--- config.mk ---
export PLATFORM = sky130hd
export DESIGN_NAME = pattern_run_freq_sequencer
export DESIGN_NICKNAME = d
export VERILOG_FILES = /design/src/inc/pattern_run_pkg.sv /design/src/pattern_run_freq_sequencer.sv
export SDC_FILE = /design/constraint.sdc
export NUM_CORES = 2
export LEC_CHECK = 0
export BUFFER_PORTS_ARGS = -buffer_cell sky130_fd_sc_hd__buf_4
export CORE_AREA = 2 2 313 315
export DETAILED_ROUTE_END_ITERATION = 12
export DIE_AREA = 0 0 315 317
export GPL_TIMING_DRIVEN = 1
export PLACE_DENSITY = 0.71
export SLEW_MARGIN = 30
export SYNTH_ARGS = -nofsm -noshare
export SYNTH_HDL_FRONTEND = slang
export SYNTH_SLANG_ARGS = --single-unit
--- constraint.sdc ---
create_clock -name i_clk_sys -period 41.7 [get_ports i_clk_sys]
set_input_delay 12.51 -clock i_clk_sys [delete_from_list [all_inputs] [get_ports i_clk_sys]]
set_output_delay 12.51 -clock i_clk_sys [all_outputs]
set_load 0.05 [all_outputs]
--- src/inc/pattern_run_pkg.sv ---
// constants, register map and types for the pattern run frequency sequencer
package pattern_run_pkg;
  localparam int unsigned CLK_HZ      = 50_000_000;
  localparam int unsigned TICK_MS     = 10;
  localparam int unsigned TICK_CYCLES = CLK_HZ / 1000 * TICK_MS;

  localparam logic [6:0]  CENTER_MAX = 7'h78;      // 120 Hz
  localparam logic [4:0]  WIDTH_MAX  = 5'h1e;      // 30 Hz
  localparam logic [13:0] FREQ_MAX   = 14'h2ee0;   // 120.00 Hz in 0.01 Hz
  localparam logic [14:0] HZ_SCALE   = 15'h0064;   // 1 Hz in 0.01 Hz units
  localparam logic [3:0]  FSEL_PATTERN = 4'ha;

  localparam logic [1:0] MODE_ONCE_STOP = 2'h0;
  localparam logic [1:0] MODE_REPEAT    = 2'h1;
  localparam logic [1:0] MODE_ONCE_HOLD = 2'h2;

  localparam logic [7:0] OFF_FSEL     = 8'h00;
  localparam logic [7:0] OFF_MODE     = 8'h04;
  localparam logic [7:0] OFF_CENTER_A = 8'h08;
  localparam logic [7:0] OFF_CENTER_B = 8'h0c;
  localparam logic [7:0] OFF_CENTER_C = 8'h10;
  localparam logic [7:0] OFF_WIDTH    = 8'h14;
  localparam logic [7:0] OFF_ASSIGN   = 8'h18;
  localparam logic [7:0] OFF_STATUS   = 8'h1c;
  localparam logic [7:0] OFF_SETFREQ  = 8'h20;
  localparam logic [1:0] PRESET_PAGE  = 2'h1;      // 0x44..0x7c
  localparam logic [2:0] STAGE_PAGE   = 3'h4;      // 0x80..0x98

  localparam int unsigned DUR_EXP_LSB  = 10;
  localparam int unsigned STG_DIR_BIT  = 12;
  localparam int unsigned STG_RAMP_LSB = 13;
  localparam logic [9:0] MANT_MAX     = 10'h3e7;   // 999
  localparam logic [9:0] MANT_MAX_X10 = 10'h258;   // 600 x 10 s

  localparam logic [3:0]  FSEL_RST   = 4'h0;
  localparam logic [1:0]  MODE_RST   = 2'h0;
  localparam logic [3:0]  ASSIGN_RST = 4'hf;
  localparam logic [2:0]  LAST_STAGE = 3'h6;

  typedef enum logic [1:0] {ST_STOPPED, ST_RUNNING, ST_ENDED} seq_state_type;
endpackage : pattern_run_pkg

--- src/pattern_run_freq_sequencer.sv ---
// jump band avoider, multistep selector and seven-stage pattern sequencer
//
// The placing of the registers and the Avalon-MM slave port were chosen for this implementation.
`timescale 1ns/1ps
`default_nettype none

// Behaviour
// - three avoidance centres; a centre of zero disables that band
// - centres span 0..120 Hz in 1 Hz steps
// - one shared band width, 0..30 Hz in 1 Hz steps
// - accelerating into a band holds set frequency at its lower edge
// - request above upper edge passes through unchanged
// - decelerating into a band holds set frequency at its upper edge
// - overlapping or adjoining bands merge into one band
// - four weighted step inputs pick one of fifteen presets
// - unassigned step inputs count as off
// - presets span 0..120.00 Hz in 0.01 Hz steps
// - mode 0 one cycle then stop, 1 repeat, 2 one cycle then hold
// - pattern runs only with frequency source ten
// - seven stages in order, stage n targets preset n
// - stage time 0..6000 s held as three significant digits
// - zero stage time skips the stage
// - each stage carries its own rotation direction
// - each stage picks one of four ramp pairs
// - stop pauses stage advance, forward run resumes it
// - stop then reset returns the sequence to stage one
// - after alarm, reset clears it and run resumes advance
// - reverse commands ignored while pattern runs, no self hold
// - stopping cycle end ramps down with the first ramp pair
module pattern_run_freq_sequencer #(
  parameter int unsigned TICK_CYCLES = pattern_run_pkg::TICK_CYCLES
) (
  input  wire logic        i_clk_sys,
  input  wire logic        i_srst,
  input  wire logic [7:0]  i_avs_address,
  input  wire logic        i_avs_read,
  input  wire logic        i_avs_write,
  input  wire logic [31:0] i_avs_writedata,
  input  wire logic [3:0]  i_avs_byteenable,
  output logic [31:0]      o_avs_readdata,
  output logic             o_avs_waitrequest,
  input  wire logic        i_forward_run_cmd,
  input  wire logic        i_reverse_run_cmd,
  input  wire logic        i_stop_cmd,
  input  wire logic        i_reset_cmd,
  input  wire logic        i_alarm_stop,
  input  wire logic        i_step_sel_w1,
  input  wire logic        i_step_sel_w2,
  input  wire logic        i_step_sel_w4,
  input  wire logic        i_step_sel_w8,
  input  wire logic [13:0] i_base_freq,
  output logic [13:0]      o_set_freq,
  output logic             o_run,
  output logic             o_dir_reverse,
  output logic [1:0]       o_ramp_sel,
  output logic [2:0]       o_stage
);
  function automatic logic [31:0] merge_be(input logic [31:0] old_v, input logic [31:0] new_v,
                                           input logic [3:0] be);
    for (int b = 0; b < 4; b++) begin
      old_v[b*8 +: 8] = be[b] ? new_v[b*8 +: 8] : old_v[b*8 +: 8];
    end
    return old_v;
  endfunction : merge_be

  // three significant digits: mantissa 0..999 with a decade exponent, capped at 6000 s
  function automatic logic [11:0] dur_clamp(input logic [11:0] v);
    logic [9:0] m;
    m = (v[9:0] > pattern_run_pkg::MANT_MAX) ? pattern_run_pkg::MANT_MAX : v[9:0];
    if (v[11:10] == 2'h3 && m > pattern_run_pkg::MANT_MAX_X10) m = pattern_run_pkg::MANT_MAX_X10;
    return {v[11:10], m};
  endfunction : dur_clamp

  // duration in 10 ms ticks
  function automatic logic [19:0] dur_ticks(input logic [11:0] v);
    logic [19:0] m;
    m = {10'h000, v[9:0]};
    unique case (v[11:10])
      2'h0: return m;
      2'h1: return 20'(m * 20'h0_000a);
      2'h2: return 20'(m * 20'h0_0064);
      2'h3: return 20'(m * 20'h0_03e8);
    endcase
  endfunction : dur_ticks

  function automatic logic [14:0] edge_lo(input logic [6:0] c, input logic [4:0] w);
    return (c > {2'h0, w}) ? 15'(15'(c - {2'h0, w}) * pattern_run_pkg::HZ_SCALE) : 15'h0000;
  endfunction : edge_lo

  function automatic logic [14:0] edge_hi(input logic [6:0] c, input logic [4:0] w);
    return 15'(15'({1'b0, c} + {3'h0, w}) * pattern_run_pkg::HZ_SCALE);
  endfunction : edge_hi

  // ---------------- bus slave ----------------
  logic        wait_q;
  logic [31:0] rdata_q;
  logic [31:0] rd_mux;
  logic [3:0]  fsel_q;
  logic [1:0]  mode_q;
  logic [6:0]  center_q [3];
  logic [4:0]  width_q;
  logic [3:0]  assign_q;
  logic [13:0] preset_q [1:15];
  logic [14:0] stage_cfg_q [7];

  wire        wr_take    = i_avs_write & ~wait_q;
  wire [5:0]  word_addr  = i_avs_address[7:2];
  wire        sel_preset = word_addr[5:4] == pattern_run_pkg::PRESET_PAGE && word_addr[3:0] != 4'h0;
  wire        sel_stage  = word_addr[5:3] == pattern_run_pkg::STAGE_PAGE && word_addr[2:0] != 3'h7;
  wire [3:0]  preset_idx = word_addr[3:0];
  wire [2:0]  stage_idx  = word_addr[2:0];
  wire [31:0] wval       = merge_be(32'h0000_0000, i_avs_writedata, i_avs_byteenable);

  // one wait cycle per access: the answer is ready at the edge where waitrequest is low
  always_ff @(posedge i_clk_sys) begin
    if (i_srst) begin
      wait_q  <= 1'b1;
      rdata_q <= 32'h0000_0000;
    end else begin
      wait_q  <= ~((i_avs_read | i_avs_write) & wait_q);
      if (i_avs_read & wait_q) rdata_q <= rd_mux;
    end
  end

  always_ff @(posedge i_clk_sys) begin
    if (i_srst) begin
      fsel_q   <= pattern_run_pkg::FSEL_RST;
      mode_q   <= pattern_run_pkg::MODE_RST;
      width_q  <= 5'h00;
      assign_q <= pattern_run_pkg::ASSIGN_RST;
      for (int i = 0; i < 3; i++) center_q[i] <= 7'h00;
      for (int i = 1; i < 16; i++) preset_q[i] <= 14'h0000;
      for (int i = 0; i < 7; i++) stage_cfg_q[i] <= 15'h0000;
    end else if (wr_take) begin
      unique case (i_avs_address)
        pattern_run_pkg::OFF_FSEL:   fsel_q <= wval[3:0];
        pattern_run_pkg::OFF_MODE:   mode_q <= wval[1:0];
        pattern_run_pkg::OFF_CENTER_A,
        pattern_run_pkg::OFF_CENTER_B,
        pattern_run_pkg::OFF_CENTER_C:
          center_q[word_addr[1:0] - 2'h2] <= (wval[6:0] > pattern_run_pkg::CENTER_MAX) ?
                                   pattern_run_pkg::CENTER_MAX : wval[6:0];
        pattern_run_pkg::OFF_WIDTH:
          width_q <= (wval[4:0] > pattern_run_pkg::WIDTH_MAX) ?
                     pattern_run_pkg::WIDTH_MAX : wval[4:0];
        pattern_run_pkg::OFF_ASSIGN: assign_q <= wval[3:0];
        default: begin
          if (sel_preset) preset_q[preset_idx] <= (wval[13:0] > pattern_run_pkg::FREQ_MAX) ?
                                      pattern_run_pkg::FREQ_MAX : wval[13:0];
          if (sel_stage) stage_cfg_q[stage_idx] <= {wval[14:12], dur_clamp(wval[11:0])};
        end
      endcase
    end
  end

  // ---------------- terminal inputs ----------------
  logic [8:0] sync1_q;
  logic [8:0] sync2_q;
  always_ff @(posedge i_clk_sys) begin
    if (i_srst) begin
      sync1_q <= 9'h000;
      sync2_q <= 9'h000;
    end else begin
      sync1_q <= {i_alarm_stop, i_reset_cmd, i_stop_cmd, i_reverse_run_cmd, i_forward_run_cmd,
                  i_step_sel_w8, i_step_sel_w4, i_step_sel_w2, i_step_sel_w1};
      sync2_q <= sync1_q;
    end
  end
  wire       fwd_s    = sync2_q[4];
  wire       rev_s    = sync2_q[5];
  wire       stop_s   = sync2_q[6];
  wire       rst_s    = sync2_q[7];
  wire       alarm_s  = sync2_q[8];
  wire [3:0] step_idx = sync2_q[3:0] & assign_q;

  // ---------------- sequencer ----------------
  pattern_run_pkg::seq_state_type st_q, st_d;
  logic [2:0]  stage_q, stage_d;
  logic [19:0] timer_q, timer_d;
  logic [31:0] presc_q;
  logic        alarm_q;
  logic        rst_prev_q;
  // edge only: a reset held past the alarm clear must not also rewind the stage
  wire         rst_rise    = rst_s & ~rst_prev_q;

  wire        tick        = presc_q == TICK_CYCLES - 1;
  wire        pattern_sel = fsel_q == pattern_run_pkg::FSEL_PATTERN;
  // level run: self-holding is off in pattern mode, the switch must stay closed
  wire        run_ok      = fwd_s & ~stop_s & ~alarm_q;
  wire [14:0] cur_cfg     = stage_cfg_q[stage_q];
  wire        stage_done  = timer_q >= dur_ticks(cur_cfg[11:0]);
  wire        hold_mode   = mode_q == pattern_run_pkg::MODE_ONCE_HOLD;
  wire        end_stop    = st_q == pattern_run_pkg::ST_ENDED && !hold_mode;

  always_comb begin
    st_d    = st_q;
    stage_d = stage_q;
    timer_d = timer_q;
    if (!pattern_sel) begin
      st_d = pattern_run_pkg::ST_STOPPED;
    end else begin
      unique case (st_q)
        pattern_run_pkg::ST_STOPPED: begin
          if (rst_rise && !alarm_q) begin
            stage_d = 3'h0;
            timer_d = 20'h0_0000;
          end else if (run_ok) begin
            st_d = pattern_run_pkg::ST_RUNNING;
          end
        end
        pattern_run_pkg::ST_RUNNING: begin
          if (!run_ok) begin
            st_d = pattern_run_pkg::ST_STOPPED;
          end else if (stage_done) begin
            timer_d = 20'h0_0000;
            if (stage_q != pattern_run_pkg::LAST_STAGE) stage_d = stage_q + 3'h1;
            else if (mode_q == pattern_run_pkg::MODE_REPEAT) stage_d = 3'h0;
            else st_d = pattern_run_pkg::ST_ENDED;
          end else if (tick) begin
            timer_d = timer_q + 20'h0_0001;
          end
        end
        pattern_run_pkg::ST_ENDED: begin
          if (rst_s && !run_ok) begin
            st_d    = pattern_run_pkg::ST_STOPPED;
            stage_d = 3'h0;
            timer_d = 20'h0_0000;
          end
        end
      endcase
    end
  end

  always_ff @(posedge i_clk_sys) begin
    if (i_srst) begin
      st_q    <= pattern_run_pkg::ST_STOPPED;
      stage_q <= 3'h0;
      timer_q <= 20'h0_0000;
      presc_q <= 32'h0000_0000;
      alarm_q <= 1'b0;
      rst_prev_q <= 1'b0;
    end else begin
      rst_prev_q <= rst_s;
      st_q    <= st_d;
      stage_q <= stage_d;
      timer_q <= timer_d;
      presc_q <= tick ? 32'h0000_0000 : presc_q + 32'h0000_0001;
      // a new alarm wins over a reset in the same cycle
      alarm_q <= alarm_s | (alarm_q & ~rst_s);
    end
  end

  // ---------------- request and band avoidance ----------------
  wire [13:0] req_freq = !pattern_sel ? ((step_idx == 4'h0) ? i_base_freq : preset_q[step_idx]) :
                         end_stop ? 14'h0000 :
                         preset_q[{1'b0, stage_q} + 4'h1];
  wire        run_d    = pattern_sel ? (st_q == pattern_run_pkg::ST_RUNNING ||
                                        (st_q == pattern_run_pkg::ST_ENDED && hold_mode && run_ok)) :
                         (fwd_s | rev_s) & ~stop_s & ~alarm_q;
  wire        dir_d    = pattern_sel ? cur_cfg[pattern_run_pkg::STG_DIR_BIT] :
                         rev_s & ~fwd_s;
  wire [1:0]  ramp_d   = (pattern_sel && !end_stop) ?
                         cur_cfg[pattern_run_pkg::STG_RAMP_LSB +: 2] : 2'h0;

  logic [14:0] lo [3];
  logic [14:0] hi [3];
  logic [2:0]  act;
  logic [14:0] band_lo;
  logic [14:0] band_hi;
  logic        in_band;
  logic [13:0] set_q;
  logic [13:0] set_d;

  always_comb begin
    band_lo = 15'h7fff;
    band_hi = 15'h0000;
    in_band = 1'b0;
    for (int i = 0; i < 3; i++) begin
      act[i] = center_q[i] != 7'h00;
      lo[i]  = edge_lo(center_q[i], width_q);
      hi[i]  = edge_hi(center_q[i], width_q);
      if (act[i] && {1'b0, req_freq} >= lo[i] && {1'b0, req_freq} <= hi[i]) begin
        in_band = 1'b1;
        band_lo = (lo[i] < band_lo) ? lo[i] : band_lo;
        band_hi = (hi[i] > band_hi) ? hi[i] : band_hi;
      end
    end
    // two passes reach any chain of three touching bands
    for (int p = 0; p < 2; p++) begin
      for (int i = 0; i < 3; i++) begin
        if (in_band && act[i] && lo[i] <= band_hi && hi[i] >= band_lo) begin
          band_lo = (lo[i] < band_lo) ? lo[i] : band_lo;
          band_hi = (hi[i] > band_hi) ? hi[i] : band_hi;
        end
      end
    end
  end

  assign set_d = !in_band ? req_freq :
                 (req_freq >= set_q) ? band_lo[13:0] :
                 band_hi[13:0];

  logic       run_q;
  logic       dir_q;
  logic [1:0] ramp_q;
  always_ff @(posedge i_clk_sys) begin
    if (i_srst) begin
      set_q  <= 14'h0000;
      run_q  <= 1'b0;
      dir_q  <= 1'b0;
      ramp_q <= 2'h0;
    end else begin
      set_q  <= set_d;
      run_q  <= run_d;
      dir_q  <= dir_d;
      ramp_q <= ramp_d;
    end
  end

  always_comb begin
    rd_mux = 32'h0000_0000;
    unique case (i_avs_address)
      pattern_run_pkg::OFF_FSEL:     rd_mux[3:0] = fsel_q;
      pattern_run_pkg::OFF_MODE:     rd_mux[1:0] = mode_q;
      pattern_run_pkg::OFF_CENTER_A: rd_mux[6:0] = center_q[0];
      pattern_run_pkg::OFF_CENTER_B: rd_mux[6:0] = center_q[1];
      pattern_run_pkg::OFF_CENTER_C: rd_mux[6:0] = center_q[2];
      pattern_run_pkg::OFF_WIDTH:    rd_mux[4:0] = width_q;
      pattern_run_pkg::OFF_ASSIGN:   rd_mux[3:0] = assign_q;
      pattern_run_pkg::OFF_STATUS:   rd_mux[9:0] = {run_q, ramp_q, dir_q, alarm_q, st_q, stage_q};
      pattern_run_pkg::OFF_SETFREQ:  rd_mux[13:0] = set_q;
      default: begin
        if (sel_preset) rd_mux[13:0] = preset_q[preset_idx];
        if (sel_stage) rd_mux[14:0] = stage_cfg_q[stage_idx];
      end
    endcase
  end

  assign o_avs_readdata    = rdata_q;
  assign o_avs_waitrequest = wait_q;
  assign o_set_freq        = set_q;
  assign o_run             = run_q;
  assign o_dir_reverse     = dir_q;
  assign o_ramp_sel        = ramp_q;
  assign o_stage           = stage_q;
endmodule : pattern_run_freq_sequencer

`default_nettype wire

==> flow_summary.toml <==
[place]
finalWeightedCongestion = 1.026
dpl_worst_slack_ps = 1700
detailedPlacementHpwl_mm = 134.3
placedInstanceArea_mm2 = 0.05045
port_buffers = 88

[detailed_routing]
drt-vias-per-instance = 6.535
dr_total_vias = 41954
drt-pass1-iter-count = 6
drtAntennaViolNets = 0
routedWlPerCell_um = 28.56
detail_route.iter0.violations = 5072
route.final.wire_length_mm = 183.4
drcViolationCount = 0

[floorplanning]
die_width_um = 315
num_io_pins = 125
rows = 114
placeableCoreArea_mm2 = 0.09628
starting_density = 0.4981
fp.dieArea_mm2 = 0.09986
die_h_um = 317

[finish]
final_nets = 5980
post-route-cell-area_mm2 = 0.05231
syn_to_final_growth_pct = 9.066
nFillCells = 8593
layout-drive-gt1-share = 0.1231
multi_input_area_mm2 = 0.03253
final-seq-area_mm2 = 0.01339

[worst_setup_path]
worst_setup_path_end_kind = "flop"
criticalPathCategory = "input port to flop"
timing.critical_path.mode_cell = "sky130_fd_sc_hd__o21a_1"
worstReg2RegStart = "width_q[1]"
worst_setup_path_start_kind = "input port"
r2r_slack_ps = 9400
regToRegEndpoint = "o_set_freq[3]"
worst-r2r-cell-count = 117
library_cell_contributing_the_largest_single_delay_on_the_critical_path = "sky130_fd_sc_hd__a2111oi_0"
path_max_fanout = 39
cp_slowest_stage_delay_ps = 1040
crit_required_ps = 42160
worst-endpoint-arrival_ps = 40490

[timing]
setup-violations-final = 0
final_critical_path_setup_slack_ps = 1669
finalWorstPathRequiredPeriod_ps = 40030
slew-limit-headroom = 0.2157
worst_slew_pin_slew_ps = 1147
hold_viol_final = 0
finalCritPeriodShare = 0.9600
grt_setup_unrepaired = "false"
finalClockSkew_ps = 49.23
setup_tns_ps = 0
f_max_mhz = 24.98
holdWs_ps = 439.3
final_max_slew_viol_count = 0

[synth]
synth_seq_area_share = 0.2793
async_reset_ff_frac = 0
cells_after_synth = 5017
number_of_warning_messages_in_the_yosys_log = 0
ys.flop_type = "sky130_fd_sc_hd__edfxtp_1"
syn_avg_cell_area_um2 = 9.559
post_synthesis_register_bit_count = 494
synth_area_mm2 = 0.04796
synth_enable_flop_cells = 350
synth_cell_types = 97

[pwr]
share_of_power_burned_in_combinational_logic = 0.651
total_leakage_power_nw = 22.60
p_int_mw = 1.562
power_frac_clock = 0.161
vdd_drop_max_mv = 0.03969
power.net_switching_mw = 1.490
powerDensity_mw_per_mm2 = 58.35
switching_share = 0.4883
seq_power_share = 0.189

[worst_hold_path]
worst_hold_path.num_cells = 1
hold_path_class = "flop to flop"
hold_end = "sync2_q[0]"
hp-start = "sync1_q[0]"

[global_route]
globalRouteOverflowTotal = 0
grt_usage = 0.3610
first_global_vias = 40375
grt_antenna_before_repair = 9
first_pass_grt_wire_length_mm = 264.1
grt_max_degree = 57

[clocking]
cts_htree_levels = 2
post_cts_resize_count = 0
clk_root_buffer_cell = "sky130_fd_sc_hd__clkbuf_16"
cts-root-to-sink-buffers = 3
clk_pin_slew_worst_paths_ps = 60
holdBufCountCts = 0
clock_sink_count = 494
tritoncts = "yes"
postCtsSetupBuffers = 0
insertion_delay_ps = 640
cts_made_buffers = 54

[outcome]
outcome = "finished clean"

[run]
max_cap_viol_count = 0
critical path: cells and delay by family:
kind                     cells  cell delay (ps)
AO/OA/AOI/OAI               60            14190
adder cells (fa/ha/maj)      9             2920
buffers and inverters       10             2610
multiplexers                 4             1710
AND/OR/NAND/NOR             24             6470
cells by family (layout without fill, tap and decap cells):
logic type,count (synthesis),after routing,share of synthesized area
simple gates,1554,1554,0.1493
compound gates,1047,1047,0.1435
fa+ha+maj,813,813,0.2235
buf+inv,608,687,0.04959
flops,494,494,0.2793
mux,358,358,0.1288
xor+xnor,142,142,0.02593
other cells,1,49,0.00007819
sequential cells by signal (all words and copies together) (netlist names), 9 cells and up, named ones only:
name            count
stage_cfg_q       120
sync1_q             9
sync2_q             9
preset_q          224
o_set_freq         14
timer_q            20
o_avs_readdata     15
center_q           21
presc_q            32
power by group through the flow:
stage               combinational (mW)  clock (mW)  sequential (mW)
floorplan                         1.25           0            0.587
global placement                  1.89           0            0.582
detailed placement                1.91           0            0.584
CTS                               1.92       0.490            0.573
global route                      2.15       0.509            0.576
finish                            1.99       0.490            0.576
through the flow:
stage / instances / power, mW / utilization
after floorplan: 5062 / 1.842 / -
after detailed placement: 6316 / 2.491 / 0.5240
after global routing: 6417 / 3.235 / 0.5432
final: 6420 / 3.052 / 0.5433
after global placement: 6316 / 2.473 / 0.5236
after CTS: 6417 / 2.984 / 0.5427
routing by layer:
layer | wire [um] | vias up | global-route usage | share of wire
li1 | - | 18604 | - | -
met1 | 70260 | 20039 | 0.4643 | 0.38
met2 | 80380 | 2643 | 0.5610 | 0.44
met3 | 19530 | 662 | 0.07402 | 0.11
met4 | 13150 | 6 | 0.2201 | 0.072
met5 | 45 | - | 0 | 0.00025
cell usage in the layout (no fill, tap or decap), drive strengths merged, types with 13 or more instances in the layout:
master	instances
nor4	20
o21ai	197
nand2	372
a2111oi	13
or2	15
o22ai	17
buf	206
o21bai	35
mux2i	72
or3	18
clkbuf	69
mux2	88
nand4	105
ha	740
a21o	134
xnor2	95
a31oi	34
and2	34
o21a	82
o31ai	21
a211oi	68
nand2b	40
nor3	89
a221oi	21
xor2	47
clkinv	21
a22oi	20
and3	34
nor2	615
fa	73
nand3	90
nor2b	81
inv	385
o211ai	44
edfxtp	350
a211o	13
a21oi	260
dfxtp	144
conb	46
mux4	198
how the worst max path moves through the flow:
stage	slack [ps]	to	start
detailed placement	1700	o_set_freq[3]	i_base_freq[3]
finish	1670	o_set_freq[3]	i_base_freq[3]
CTS	2300	o_set_freq[3]	i_base_freq[3]
global placement	1550	o_set_freq[6]	i_base_freq[12]
floorplan	5830	o_set_freq[4]	i_base_freq[3]
global route	470	o_set_freq[3]	i_base_freq[12]
synth_stat cells, drive strengths merged (82+ instances only):
master / count / share of area
nor2: 615 / 0.048
nand2: 372 / 0.029
o21a: 82 / 0.013
mux2: 88 / 0.021
nor3: 89 / 0.0096
clkbuf: 167 / 0.013
inv: 380 / 0.030
a21oi: 260 / 0.027
nand3: 90 / 0.0094
edfxtp: 350 / 0.22
mux4: 198 / 0.093
xnor2: 95 / 0.017
nand4: 105 / 0.014
a21o: 134 / 0.021
o21ai: 197 / 0.021
ha: 740 / 0.19
dfxtp: 144 / 0.060
final cells by class:
type | count | area share
diodes | 3 | 0.0001435
clock buffers | 69 | 0.02825
clock inverters | 32 | 0.006171
inverters | 380 | 0.02727
multi-input cells | 3960 | 0.6219
flip-flops and latches | 494 | 0.2561
well taps | 1276 | 0.03052
repair buffers | 206 | 0.02964
No activity file was read; power rests on OpenSTA's default activity.
